[src/hw/dspsv_pkg.sv]
// Package for the data-space and program-visibility access block
package dspsv_pkg;
  localparam int EA_W = 16;
  localparam int DATA_W = 16;
  localparam int PWORD_W = 24;
  localparam int PADDR_W = 24;
  localparam int PAGE_W = 8;
  localparam int WIN_OFS_W = 15;
  localparam logic [15:0] ZERO_WORD = 16'h0000;
  localparam logic [15:0] PTR_STEP_BYTE = 16'h0001;
  localparam logic [15:0] PTR_STEP_WORD = 16'h0002;
  localparam logic [1:0] PEN_NONE = 2'h0;
  localparam logic [1:0] PEN_ONE = 2'h1;
  localparam logic [1:0] PEN_TWO = 2'h2;
  localparam logic [15:0] RAM_WORDS_RST = 16'h1000;

  typedef enum logic [1:0] {
    DSPSV_CLS_OTHER = 2'b00,
    DSPSV_CLS_MAC = 2'b01,
    DSPSV_CLS_XFER = 2'b10,
    DSPSV_CLS_DXFER = 2'b11
  } dspsv_class_t;

  typedef enum logic [1:0] {
    DSPSV_ST_IDLE = 2'b00,
    DSPSV_ST_FETCH = 2'b01,
    DSPSV_ST_DONE = 2'b10
  } dspsv_state_t;

  typedef struct packed {
    logic valid;
    logic wr;
    logic byte_op;
    logic y_path;
    logic x_prefetch_ptr;
    logic y_prefetch_ptr;
    dspsv_class_t iclass;
    logic in_loop;
    logic loop_edge;
    logic table_op;
    logic [15:0] effective_address;
    logic [15:0] wdata;
    logic [15:0] source_pointer_reg;
    logic post_inc;
  } dspsv_req_t;

  typedef struct packed {
    logic done;
    logic [15:0] rdata;
    logic addr_error;
    logic [1:0] extra_cycles;
    logic [15:0] next_pointer;
  } dspsv_rsp_t;
endpackage

[src/hw/dspsv_access.sv]
// Data-space access unit with program-space visibility window
// Contract
// - Upper half of data space maps onto a selectable 16K-word program page.
// - Program space is used only when address MSb and visibility enable set.
// - Each window access adds zero, one or two wait cycles, set by class and loop position.
// - Window reads return only the low 16 bits of the program word.
// - Program address is page register bits above 15 address bits.
// - Window mapping is suspended during table read or write instructions.
// - Outside loops, MAC prefetch and transfers through window cost one cycle.
// - Outside loops, other window instructions cost two extra cycles.
// - In loops, first, last, interrupt exit and re-entry cost two cycles.
// - Other loop iterations through the window cost nothing extra.
// - Unimplemented address reads zero and raises an address error.
// - MAC X pointer into Y or Y pointer into X returns zero.
// - Effective addresses are 16 bits and select bytes, 64 Kbytes.
// - Data path and memory are 16-bit words, byte addressable.
// - Byte read picks byte by address LSb onto low X lane.
// - Y path carries word accesses only.
// - Byte write drives only the matching lane strobe.
// - Post-increment adds one for bytes and two for words.
// - Window accesses occur only on the X path.
// - Program address steps by two per program word.
`timescale 1ns/1ps
module dspsv_access #(
  parameter logic [15:0] RAM_WORDS = dspsv_pkg::RAM_WORDS_RST,
  parameter logic [15:0] Y_BASE = 16'h0800
) (
  input wire logic mclk,
  input wire logic rst,
  input wire dspsv_pkg::dspsv_req_t req,
  input wire logic visibility_enable,
  input wire logic [7:0] visibility_page_register,
  output logic [23:0] prog_addr,
  output logic prog_rd,
  input wire logic [23:0] prog_rdata,
  output logic [14:0] ram_addr,
  output logic ram_rd,
  output logic [1:0] ram_we,
  output logic [15:0] ram_wdata,
  input wire logic [15:0] ram_rdata,
  output dspsv_pkg::dspsv_rsp_t rsp
);

  // Word index of a byte address, shared decode for both lanes
  function automatic logic [14:0] word_index(input logic [15:0] a);
    word_index = a[15:1];
  endfunction

  // Byte lane strobes from access size and address LSb
  function automatic logic [1:0] lanes(input logic byte_op, input logic [15:0] a);
    if (!byte_op) begin
      lanes = 2'h3;
    end else if (a[0]) begin
      lanes = 2'h2;
    end else begin
      lanes = 2'h1;
    end
  endfunction

  dspsv_pkg::dspsv_state_t state;
  dspsv_pkg::dspsv_req_t held;
  logic win_hit;
  logic unimpl;
  logic space_clash;
  logic [1:0] penalty;
  logic [1:0] wait_cnt;
  logic [23:0] win_addr;

  // Table instructions reach flash on their own path, so no window then
  assign win_hit = req.effective_address[15] & visibility_enable & ~req.table_op
                   & ~req.y_path;
  // Ordinary data space below the window, or the whole map when disabled, for table ops or on the Y path
  assign unimpl = ~win_hit & (word_index(req.effective_address) >= RAM_WORDS[14:0]);
  assign space_clash = (req.iclass == dspsv_pkg::DSPSV_CLS_MAC) &
                       ((req.x_prefetch_ptr & (req.effective_address >= Y_BASE)) |
                        (req.y_prefetch_ptr & (req.effective_address < Y_BASE)));
  // Low 15 address bits pass, page fills above; bit 0 keeps step of two
  assign win_addr = {1'b0, visibility_page_register, req.effective_address[14:0]};

  always_comb begin
    penalty = dspsv_pkg::PEN_NONE;
    if (win_hit) begin
      if (req.in_loop && !req.loop_edge) begin
        penalty = dspsv_pkg::PEN_NONE;
      end else if (req.in_loop) begin
        penalty = dspsv_pkg::PEN_TWO;
      end else if (req.iclass == dspsv_pkg::DSPSV_CLS_OTHER) begin
        penalty = dspsv_pkg::PEN_TWO;
      end else begin
        penalty = dspsv_pkg::PEN_ONE;
      end
    end
  end

  // Access sequencer
  always_ff @(posedge mclk or posedge rst) begin
    if (rst) begin
      state <= dspsv_pkg::DSPSV_ST_IDLE;
      held <= '0;
      wait_cnt <= 2'h0;
    end else begin
      case (state)
        dspsv_pkg::DSPSV_ST_IDLE: begin
          if (req.valid) begin
            held <= req;
            wait_cnt <= penalty;
            state <= dspsv_pkg::DSPSV_ST_FETCH;
          end
        end
        dspsv_pkg::DSPSV_ST_FETCH: begin
          if (wait_cnt == 2'h0) begin
            state <= dspsv_pkg::DSPSV_ST_DONE;
          end else begin
            wait_cnt <= wait_cnt - 2'h1;
          end
        end
        dspsv_pkg::DSPSV_ST_DONE: begin
          state <= dspsv_pkg::DSPSV_ST_IDLE;
        end
        default: begin
          state <= dspsv_pkg::DSPSV_ST_IDLE;
        end
      endcase
    end
  end

  logic held_win;
  logic held_zero;
  logic held_err;
  logic [1:0] held_pen;

  always_ff @(posedge mclk or posedge rst) begin
    if (rst) begin
      held_win <= 1'b0;
      held_zero <= 1'b0;
      held_err <= 1'b0;
      held_pen <= 2'h0;
    end else if (state == dspsv_pkg::DSPSV_ST_IDLE && req.valid) begin
      held_win <= win_hit;
      held_zero <= unimpl | space_clash;
      held_err <= unimpl;
      held_pen <= penalty;
    end
  end

  // Memory strobes, held stable through the fetch state
  always_ff @(posedge mclk or posedge rst) begin
    if (rst) begin
      prog_addr <= 24'h000000;
      prog_rd <= 1'b0;
      ram_addr <= 15'h0000;
      ram_rd <= 1'b0;
      ram_we <= 2'h0;
      ram_wdata <= 16'h0000;
    end else if (state == dspsv_pkg::DSPSV_ST_IDLE && req.valid) begin
      prog_addr <= win_addr;
      prog_rd <= win_hit & ~req.wr;
      ram_addr <= word_index(req.effective_address);
      ram_rd <= ~win_hit & ~unimpl & ~space_clash & ~req.wr;
      // Y path never does byte access
      ram_we <= (~win_hit & ~unimpl & req.wr) ?
                lanes(req.byte_op & ~req.y_path, req.effective_address) : 2'h0;
      ram_wdata <= (req.byte_op && req.effective_address[0]) ?
                   {req.wdata[7:0], req.wdata[7:0]} : req.wdata;
    end else if (state == dspsv_pkg::DSPSV_ST_DONE) begin
      prog_rd <= 1'b0;
      ram_rd <= 1'b0;
      ram_we <= 2'h0;
    end
  end

  logic [15:0] word_data;
  logic [15:0] read_value;

  always_comb begin
    word_data = held_win ? prog_rdata[15:0] : ram_rdata;
    read_value = word_data;
    if (held_zero) begin
      read_value = dspsv_pkg::ZERO_WORD;
    end else if (held.byte_op && !held.y_path) begin
      read_value = {8'h00, held.effective_address[0] ? word_data[15:8] : word_data[7:0]};
    end
  end

  // Answer registered on the edge that ends the fetch, together with the step into the done state
  always_ff @(posedge mclk or posedge rst) begin
    if (rst) begin
      rsp <= '0;
    end else begin
      rsp.done <= (state == dspsv_pkg::DSPSV_ST_FETCH) && (wait_cnt == 2'h0);
      rsp.addr_error <= (state == dspsv_pkg::DSPSV_ST_FETCH) && (wait_cnt == 2'h0) &&
                        held_err;
      if (state == dspsv_pkg::DSPSV_ST_FETCH && wait_cnt == 2'h0) begin
        rsp.rdata <= held.wr ? dspsv_pkg::ZERO_WORD : read_value;
        rsp.extra_cycles <= held_pen;
        rsp.next_pointer <= !held.post_inc ? held.source_pointer_reg :
                            held.source_pointer_reg + (held.byte_op ?
                            dspsv_pkg::PTR_STEP_BYTE : dspsv_pkg::PTR_STEP_WORD);
      end
    end
  end

endmodule

[config.mk]
export PLATFORM = sky130hd
export DESIGN_NAME = dspsv_access
export DESIGN_NICKNAME = d
export VERILOG_FILES = /design/src/hw/dspsv_pkg.sv /design/src/hw/dspsv_access.sv
export SDC_FILE = /design/constraint.sdc
export NUM_CORES = 1
export LEC_CHECK = 0
export ABC_CLOCK_PERIOD_IN_PS = 3250
export BUFFER_PORTS_ARGS = -buffer_cell sky130_fd_sc_hd__buf_4
export CAP_MARGIN = 20
export CORE_UTILIZATION = 44
export CTS_BUF_LIST = sky130_fd_sc_hd__clkbuf_4 sky130_fd_sc_hd__clkbuf_8 sky130_fd_sc_hd__clkbuf_16
export CTS_CLUSTER_DIAMETER = 80
export DETAILED_ROUTE_END_ITERATION = 16
export GPL_TIMING_DRIVEN = 0
export PLACE_DENSITY = 0.77
export SYNTH_ARGS = -nofsm -noshare
export SYNTH_HDL_FRONTEND = slang
export SYNTH_SLANG_ARGS = --single-unit
[constraint.sdc]
create_clock -name mclk -period 3.25 [get_ports mclk]
set_input_delay 0.4875 -clock mclk [delete_from_list [all_inputs] [get_ports mclk]]
set_output_delay 0.4875 -clock mclk [all_outputs]
set_load 0.005 [all_outputs]
==> results of run 1 <==
power groups by stage:
stage	clock, µW	combinational, µW	sequential (µW)
after floorplan	0	1280	2380
after global placement	0	2490	2410
after detailed placement	0	2570	2440
after CTS	1220	2580	2430
after global routing	1270	2850	2500
final	1190	2540	2430
worst max-delay path: cells and delay by family, from the launching register on:
| kind | cells | cell delay (ps) |
|---|---|---|
| flops | 1 | 400 |
| compound gates | 2 | 460 |
| simple gates | 2 | 750 |
| buf+inv | 1 | 60 |
| fa+ha+maj | 1 | 180 |
flip-flops by register name, indices dropped and copies added, names as in the netlist, 2 cells and up:
register / count
held_pen: 2
wait_cnt: 2
ram_wdata: 16
prog_addr: 9
rsp: 36
ram_we: 2
ram_addr: 15
held: 20
state: 2
kinds of logic (layout without fill, tap and decap cells):
logic type,Yosys count,count (layout)
compound gates,58,58
xor+xnor,11,11
fa+ha+maj,4,4
buf+inv,48,262
flops,109,109
mux,30,30
other cells,1,1
simple gates,255,255
through the flow:
stage / instance area (µm²) / hold WS (ps)
global placement: 6631 / 460.0
finish: 7004 / 245.6
floorplan: 4985 / 438.6
global route: 7004 / 293.0
detailed placement: 6671 / 459.6
CTS: 7004 / 257.8
worst paths after layout:
check,endpoint,cells past startpoint
max reg2reg,rsp[31],6
min,ram_addr[10],2
max in group asynchronous,rsp[34],3
min in group mclk,prog_addr[21],3
max,rsp[31],6
min reg2reg,ram_we[0],2
cells in the mapped netlist, drive strengths merged, types with 2 or more instances:
library cell	n	area share (%)
nand2	206	16
dfrtp	109	55
o21ai	39	4.0
buf	29	3.7
mux2i	21	4.2
inv	10	0.75
a22o	9	1.6
clkbuf	9	0.68
mux4	8	3.6
nor2	8	0.60
nor3	8	1.0
nand3	6	0.60
nor4	6	0.75
xnor2	6	1.1
xor2	5	0.88
and2	4	0.50
nand4	4	0.63
a31oi	3	0.38
ha	3	0.75
or3	3	0.48
and3	2	0.25
nand3b	2	0.38
routing by layer:
| layer | GRT usage [%] | vias to the layer above | share of wire [%] |
|---|---|---|---|
| met3 | 5.787 | 18 | 7.8 |
| met4 | 7.336 | 0 | 1.2 |
| met2 | 38.90 | 186 | 48 |
| met5 | 0 | - | 0 |
| li1 | - | 2108 | - |
| met1 | 29.91 | 2088 | 43 |
final cells by class:
class | count | area (µm²) | share of cell area (%)
clock buffer | 10 | 239.0 | 3.412
buffer | 38 | 217.7 | 3.108
clock inverter | 6 | 93.84 | 1.340
tap | 140 | 175.2 | 2.501
multi-input combinational | 359 | 1998 | 28.53
sequential | 109 | 2728 | 38.94
timing repair buffer | 198 | 1511 | 21.58
inverter | 10 | 41.29 | 0.5895
==> impl_summary.txt, run 1 <==
----------------------------------------------------
[Yosys]
  Combinational family with the most area after synthesis ... simple AND/OR/NAND/NOR gates
  Cell count after synthesis ... 516
  Share of synthesized area spent on multiplexers ... 8.063%
  Average cell area after synthesis ... 9.653 µm²
  Number of distinct library cells after synthesis ... 45
  Xor/xnor cell area share of the yosys netlist ... 1.934%
  Syn. warnings ... 0
  Complex-gate fraction of the synthesized area ... 7.084%
  Post-synth EDFFs ... 0
  Fraction of the mapped netlist area in adder cells ... 1.155%
  Primary FF master, synth ... sky130_fd_sc_hd__dfrtp_1
  Number of storage elements in the synthesis netlist ... 109
  Sequential fraction of the synthesis area ... 54.76%
  Fraction of registers with async set or reset after synthesis ... 100.0%
  Basic-gate share of the synthesized area counting and, or, nand and nor cells ... 21.80%
  Mapped Nets ... 631
  Synth Cell Area ... 4981 µm²

[CTS]
  TritonCTS Buffers ... 9
  CTS tree ... yes
  Setup Fix Bufs, Post-CTS ... 0
  Clock latency of the later-clocked register in the worst-skew pair ... 340 ps
  CTS resizes ... 0
  Bufs on Longest Clock Path ... 2
  Clock transition at the register clock pins on the worst setup and hold paths after CTS ... 70 ps
  CTS Root Buffer Type ... sky130_fd_sc_hd__clkbuf_16
  Deepest level of the CTS H-tree ... 3
  Number of buffers inserted by hold repair at cts ... 0
  Sink count of the clock tree ... 109

[Place]
  Port buffer count ... 196
  DP Worst Slack ... 1240 ps
  Count of placed standard cells including taps ... 854
  Routability cong. ... 0.8352
  HPWL after detailed placement ... 10560 µm

[Setup path]
  Category of the critical setup timing path ... reg2reg
  Critical Path Sink Type ... flip-flop
  Reg-to-Reg Start ... wait_cnt[0]
  Slowest stage delay, CP ... 480 ps
  Maximum net fanout on the critical path ... 9
  Element type at the critical path start ... flip-flop
  Critical Path RT ... 3490 ps
  Worst R2R Setup Slack ... 1290 ps
  Series of cell instances along the critical path ... inv_1 > ha_1 > nand3b_1 > nor3_4 > o21ai_2 > o21ai_0
  Worst path slowest cell ... sky130_fd_sc_hd__nor3_4
  Critical path launch point ... wait_cnt[0]
  Critical Path AT ... 2200 ps

[Drt]
  DRC violation count after routing ... 0
  Post-Route WL ... 13440 µm
  Vias per cell ... 5.057
  Routed wire per std cell ... 15.45 µm
  DRC marker count from the first detailed-route iteration ... 224
  Final ANT Viol Nets ... 0
  Detailed-route via count ... 4400
  TritonRoute pass-1 iters ... 5

[Floorplanning]
  Top-level I/O count ... 206
  Number of rows created at floorplan ... 38
  Die outline area ... 11750 µm²
  Die X-Extent ... 108.4 µm
  Core area ... 10940 µm²
  Chip height ... 108.4 µm
  Starting density of the core ... 45.55%

[Timing]
  Transition at the pin with the smallest max-transition slack ... 674.8 ps
  Number of pins with negative max-slew slack in the final report ... 0
  Shortest clock period the worst path allows after layout ... 1958 ps
  Achievable Freq ... 510.8 MHz
  Post-layout worst setup margin ... 1292 ps
  Headroom to the max-slew limit ... 54.92%
  Number of endpoints failing setup at the final stage ... 0
  Total Negative Setup Slacks ... 0 ps
  Worst Skew ... 6.825 ps
  Setup repair after global routing missed its margin ... no
  Number of endpoints with negative hold slack in the final report ... 0
  Part of the cycle the worst path needs ... 60.23%

[Global route]
  Via count of the first global-routing pass ... 4329
  Tot GR Track Use ... 23.34%
  Overflow left after global routing ... 0
  Pin count of the biggest net entering global routing ... 44
  Global-route wire length before repair ... 20860 µm
  Number of antenna violations at the first check in global routing ... 0

[Finish]
  End-of-flow core utilization ... 64.05%
  Count of filler cells inserted in the layout ... 943
  Most common library cell in the layout ignoring fill and taps ... sky130_fd_sc_hd__buf_4
  Final cell count without fillers ... 870
  Number of antenna diodes ... 0
  Top library cells by usage in the layout, fill and taps aside ... 212 x sky130_fd_sc_hd__buf_4, 206 x sky130_fd_sc_hd__nand2_1, 109 x sky130_fd_sc_hd__dfrtp_1
  Post-layout nets ... 840
  Ratio of cells with drive above 1 in the final layout ... 35.62%
  Area Growth Syn to Fin ... 40.62%

[Power and ir drop]
  Share of power burned in registers ... 39.5%
  Power after layout ... 6160 µW
  Internal power ... 3988 µW
  Clock power share ... 19.3%
  Fraction of power consumed by combinational cells ... 41.2%
  Switching power summed over all nets ... 2172 µW
  IR Drop Worst-Case VDD ... 0.0004036 V
  Power density relative to cell area ... 879.4 nW/µm²
  Switching share of power ... 35.25%
  Leak Pwr ... 0.003672 µW

[Outcome]
  Status ... finished, final reports clean

[Run]
  Reported max-cap violation count ... 0

[Worst hold path]
  Worst Hold Class ... in2async

----------------------------------------------------
Note: power is estimated with default switching activity, not from simulation.
==> inputs of run 2 (changes only) <==
- ABC_CLOCK_PERIOD_IN_PS: 3250 -> 1900
- CORE_UTILIZATION: 44 -> 48
- PLACE_DENSITY: 0.77 -> 0.8
- clock period: 3.25 -> 1.9 ns (I/O delays scaled with it)
==> run 2 against run 1 <==
Count of clock-buffer cells in the layout stayed put. Register-to-register slack got worse by 1200 ps. Via count grew 0.34%. Worst hold slack got worse by 180 ps. Critical path depth unchanged. First-iteration DRC count grew 21%. Global-route usage grew 1.7 points. Clock power increased by 17%. Routed wire length decreased by 2.3%. Critical endpoint is now rsp[14].
==> impl_summary.txt, run 2 (synthesized netlist as in run 1, its figures left out) <==
----------------------------------------------------
[Setup path]
  Worst reg-to-reg path cell count ... 6 (unchanged)
  Worst R2R Setup Slack ... 80 ps (-1220 ps)
  Worst path bufs/invs ... 0 (-1)
  Slowest stage delay, CP ... 410 ps (-70 ps)
  Capture instance of the worst register-to-register path ... rsp[14]
  Element type at the critical path start ... flip-flop
  Series of cell instances along the critical path ... ha_2 > fa_2 > and3_1 > nand3_1 > or3_1 > a31oi_1
  Top delay family on crit path ... simple AND/OR/NAND/NOR gates
  Critical Path RT ... 2170 ps (-1320 ps)
  Critical Path AT ... 2100 ps (-100 ps)
  Logic depth of the worst path, buffers included ... 6 (unchanged)
  Critical Path Sink Type ... flip-flop
  Reg-to-Reg Start ... held[1]
  Category of the critical setup timing path ... reg2reg
  Worst path slowest cell ... sky130_fd_sc_hd__dfrtp_1
  Maximum net fanout on the critical path ... 4 (-5)

[Power and ir drop]
  IR Drop Worst-Case VDD ... 0.0007695 V (+91%)
  Power density relative to cell area ... 1441 nW/µm² (+64%)
  Leak Pwr ... 0.003613 µW (-1.6%)
  Power after layout ... 9922 µW (+61%)

[Drt]
  Final ANT Viol Nets ... 0 (unchanged)
  Detailed route wirelength on metal3 ... 787 µm (-25%)
  Detailed-route via count ... 4415 (+0.34%)
  Detailed-route wire length on metal 1 ... 5695 µm (-0.70%)
  DRC violation count after routing ... 0 (unchanged)
  DRC marker count from the first detailed-route iteration ... 272 (+21%)
  Top routing layer used ... met4
  Post-Route WL ... 13130 µm (-2.3%)
  Vias per cell ... 5.110 (+1.0%)
  Routed wire per std cell ... 15.20 µm (-1.6%)
  Met2 routed wirelength ... 6459 µm (-0.42%)
  TritonRoute pass-1 iters ... 4 (-1)

[Global route]
  Via count of the first global-routing pass ... 4450 (+2.8%)
  Global-route wire length before repair ... 21620 µm (+3.7%)
  Pin count of the biggest net entering global routing ... 45 (+2.3%)
  Tot GR Track Use ... 25.04% (+1.7 points)
  Overflow left after global routing ... 0 (unchanged)
  Number of antenna violations at the first check in global routing ... 0 (unchanged)

[Timing]
  Transition at the pin with the smallest max-transition slack ... 777.8 ps (+103.0 ps)
  Worst Skew ... 11.27 ps (+4.444 ps)
  Hold slack ... 66.94 ps (-178.6 ps)
  Part of the cycle the worst path needs ... 96.05% (+36 points)
  Number of endpoints with negative hold slack in the final report ... 0 (unchanged)
  Achievable Freq ... 548.0 MHz (+7.3%)
  Headroom to the max-slew limit ... 48.04% (-6.9 points)
  Number of pins with negative max-slew slack in the final report ... 0 (unchanged)
  Shortest clock period the worst path allows after layout ... 1825 ps (-132.7 ps)
  Number of endpoints failing setup at the final stage ... 0 (unchanged)
  Total Negative Setup Slacks ... 0 ps (unchanged)

[Floorplanning]
  Number of rows created at floorplan ... 36 (-5.3%)
  Die X-Extent ... 103.9 µm (-4.2%)
  Die outline area ... 10790 µm² (-8.2%)
  Core area ... 9910 µm² (-9.4%)
  Top-level I/O count ... 206 (unchanged)
  Starting density of the core ... 50.27% (+4.7 points)
  Chip height ... 103.9 µm (-4.2%)

[CTS]
  Clock transition at the register clock pins on the worst setup and hold paths after CTS ... 100 ps (+30 ps)
  Deepest level of the CTS H-tree ... 3 (unchanged)
  CTS tree ... yes
  Sink count of the clock tree ... 109 (unchanged)
  Clock latency of the later-clocked register in the worst-skew pair ... 350 ps (about the same)
  CTS Root Buffer Type ... sky130_fd_sc_hd__clkbuf_8
  TritonCTS Buffers ... 9 (unchanged)
  Bufs on Longest Clock Path ... 2 (unchanged)

[Finish]
  Top library cells by usage in the layout, fill and taps aside ... 214 x sky130_fd_sc_hd__buf_4, 206 x sky130_fd_sc_hd__nand2_1, 109 x sky130_fd_sc_hd__dfrtp_1
  Most common library cell in the layout ignoring fill and taps ... sky130_fd_sc_hd__buf_4
  Register with the highest flop count ... rsp
  Max FFs per register ... 36 (unchanged)
  Post-layout nets ... 842 (+0.24%)
  Ratio of cells with drive above 1 in the final layout ... 36.11% (+0.50 points)
  Number of antenna diodes ... 0 (unchanged)
  Area Growth Syn to Fin ... 38.23%
  Biggest regs ... rsp: 36 flops, held: 20 flops, ram_wdata: 16 flops

[Outcome]
  Status ... finished, final reports clean

[Place]
  HPWL after detailed placement ... 10090 µm (-4.5%)
  Port buffer count ... 196 (unchanged)
  Routability cong. ... 0.8209 (-1.7%)

[Worst hold path]
  Worst Hold Class ... in2async

[Run]
  Reported max-cap violation count ... 0 (unchanged)

----------------------------------------------------
run 2: cell count changes in the layout (fill, tap and decap cells not counted), sizes merged:
cell      delta
buf          +2
bufinv       -1
clkinv       -1
clkinvlp     +2
inv          -1
run 2: worst reg2reg max path, delay by kind of cell (launching register included):
family	cells	cell delay, ps
AND/OR/NAND/NOR	3	730
AO/OA/AOI/OAI	1	180
flip-flops	1	410
adder cells (fa/ha/maj)	2	440
run 2: how the worst max path moves through the flow:
stage                start     endpoint  slack, ps
2_1_floorplan      held[1]       rsp[8]        270
3_3_place_gp           rst  ram_addr[1]       -380
3_5_place_dp   wait_cnt[0]      rsp[27]         10
4_1_cts            held[1]       rsp[8]         80
5_1_grt            held[1]      rsp[14]         -7
6_report           held[1]      rsp[14]         80
run 2: timing repair:
item / in CTS / in global routing
resized for setup: 0 / 3
pin swaps: 1 / 0
endpoints found under the setup margin: 1 / 5
buffers inserted: 1 / 1
hold buffers: 0 / 0
run 2: metrics by stage:
| step | cells | cell area [µm²] | worst slack [ps] | utilization [%] |
|---|---|---|---|---|
| 6_report | 864 | 6885 | 75.13 | 69.48 |
| 5_1_grt | 864 | 6885 | -7.106 | 69.48 |
| 4_1_cts | 863 | 6869 | 80.68 | 69.32 |
| 3_5_place_dp | 847 | 6663 | 11.02 | 67.23 |
| 3_3_place_gp | 845 | 6623 | -384.3 | 66.83 |
| 2_1_floorplan | 516 | 4985 | 267.0 | - |
run 2: metal layers:
layer	vias to the layer above	global-route usage, %
met5	-	0
met4	0	9.184
met3	18	4.887
met2	164	40.86
met1	2118	33.36
li1	2115	-
run 2: cell type report:
cell class                      instances  area (µm²)
Clock inverter                          5       61.31
Buffer                                 38       217.7
Fill cell                             784        3024
Sequential cell                       109        2728
Tap cell                              133       166.4
Multi-Input combinational cell        359        2007
Inverter                               10       41.29
Timing Repair Buffer                  200        1526
Clock buffer                           10       137.6
run 2: power by group:
part | switching (µW) | internal [µW] | leakage [µW]
Combinational | 2070 | 2300 | 0.00214
Sequential | 811 | 3340 | 0.00139
Clock | 752 | 641 | 0.0000906
Total | 3640 | 6280 | 0.00361
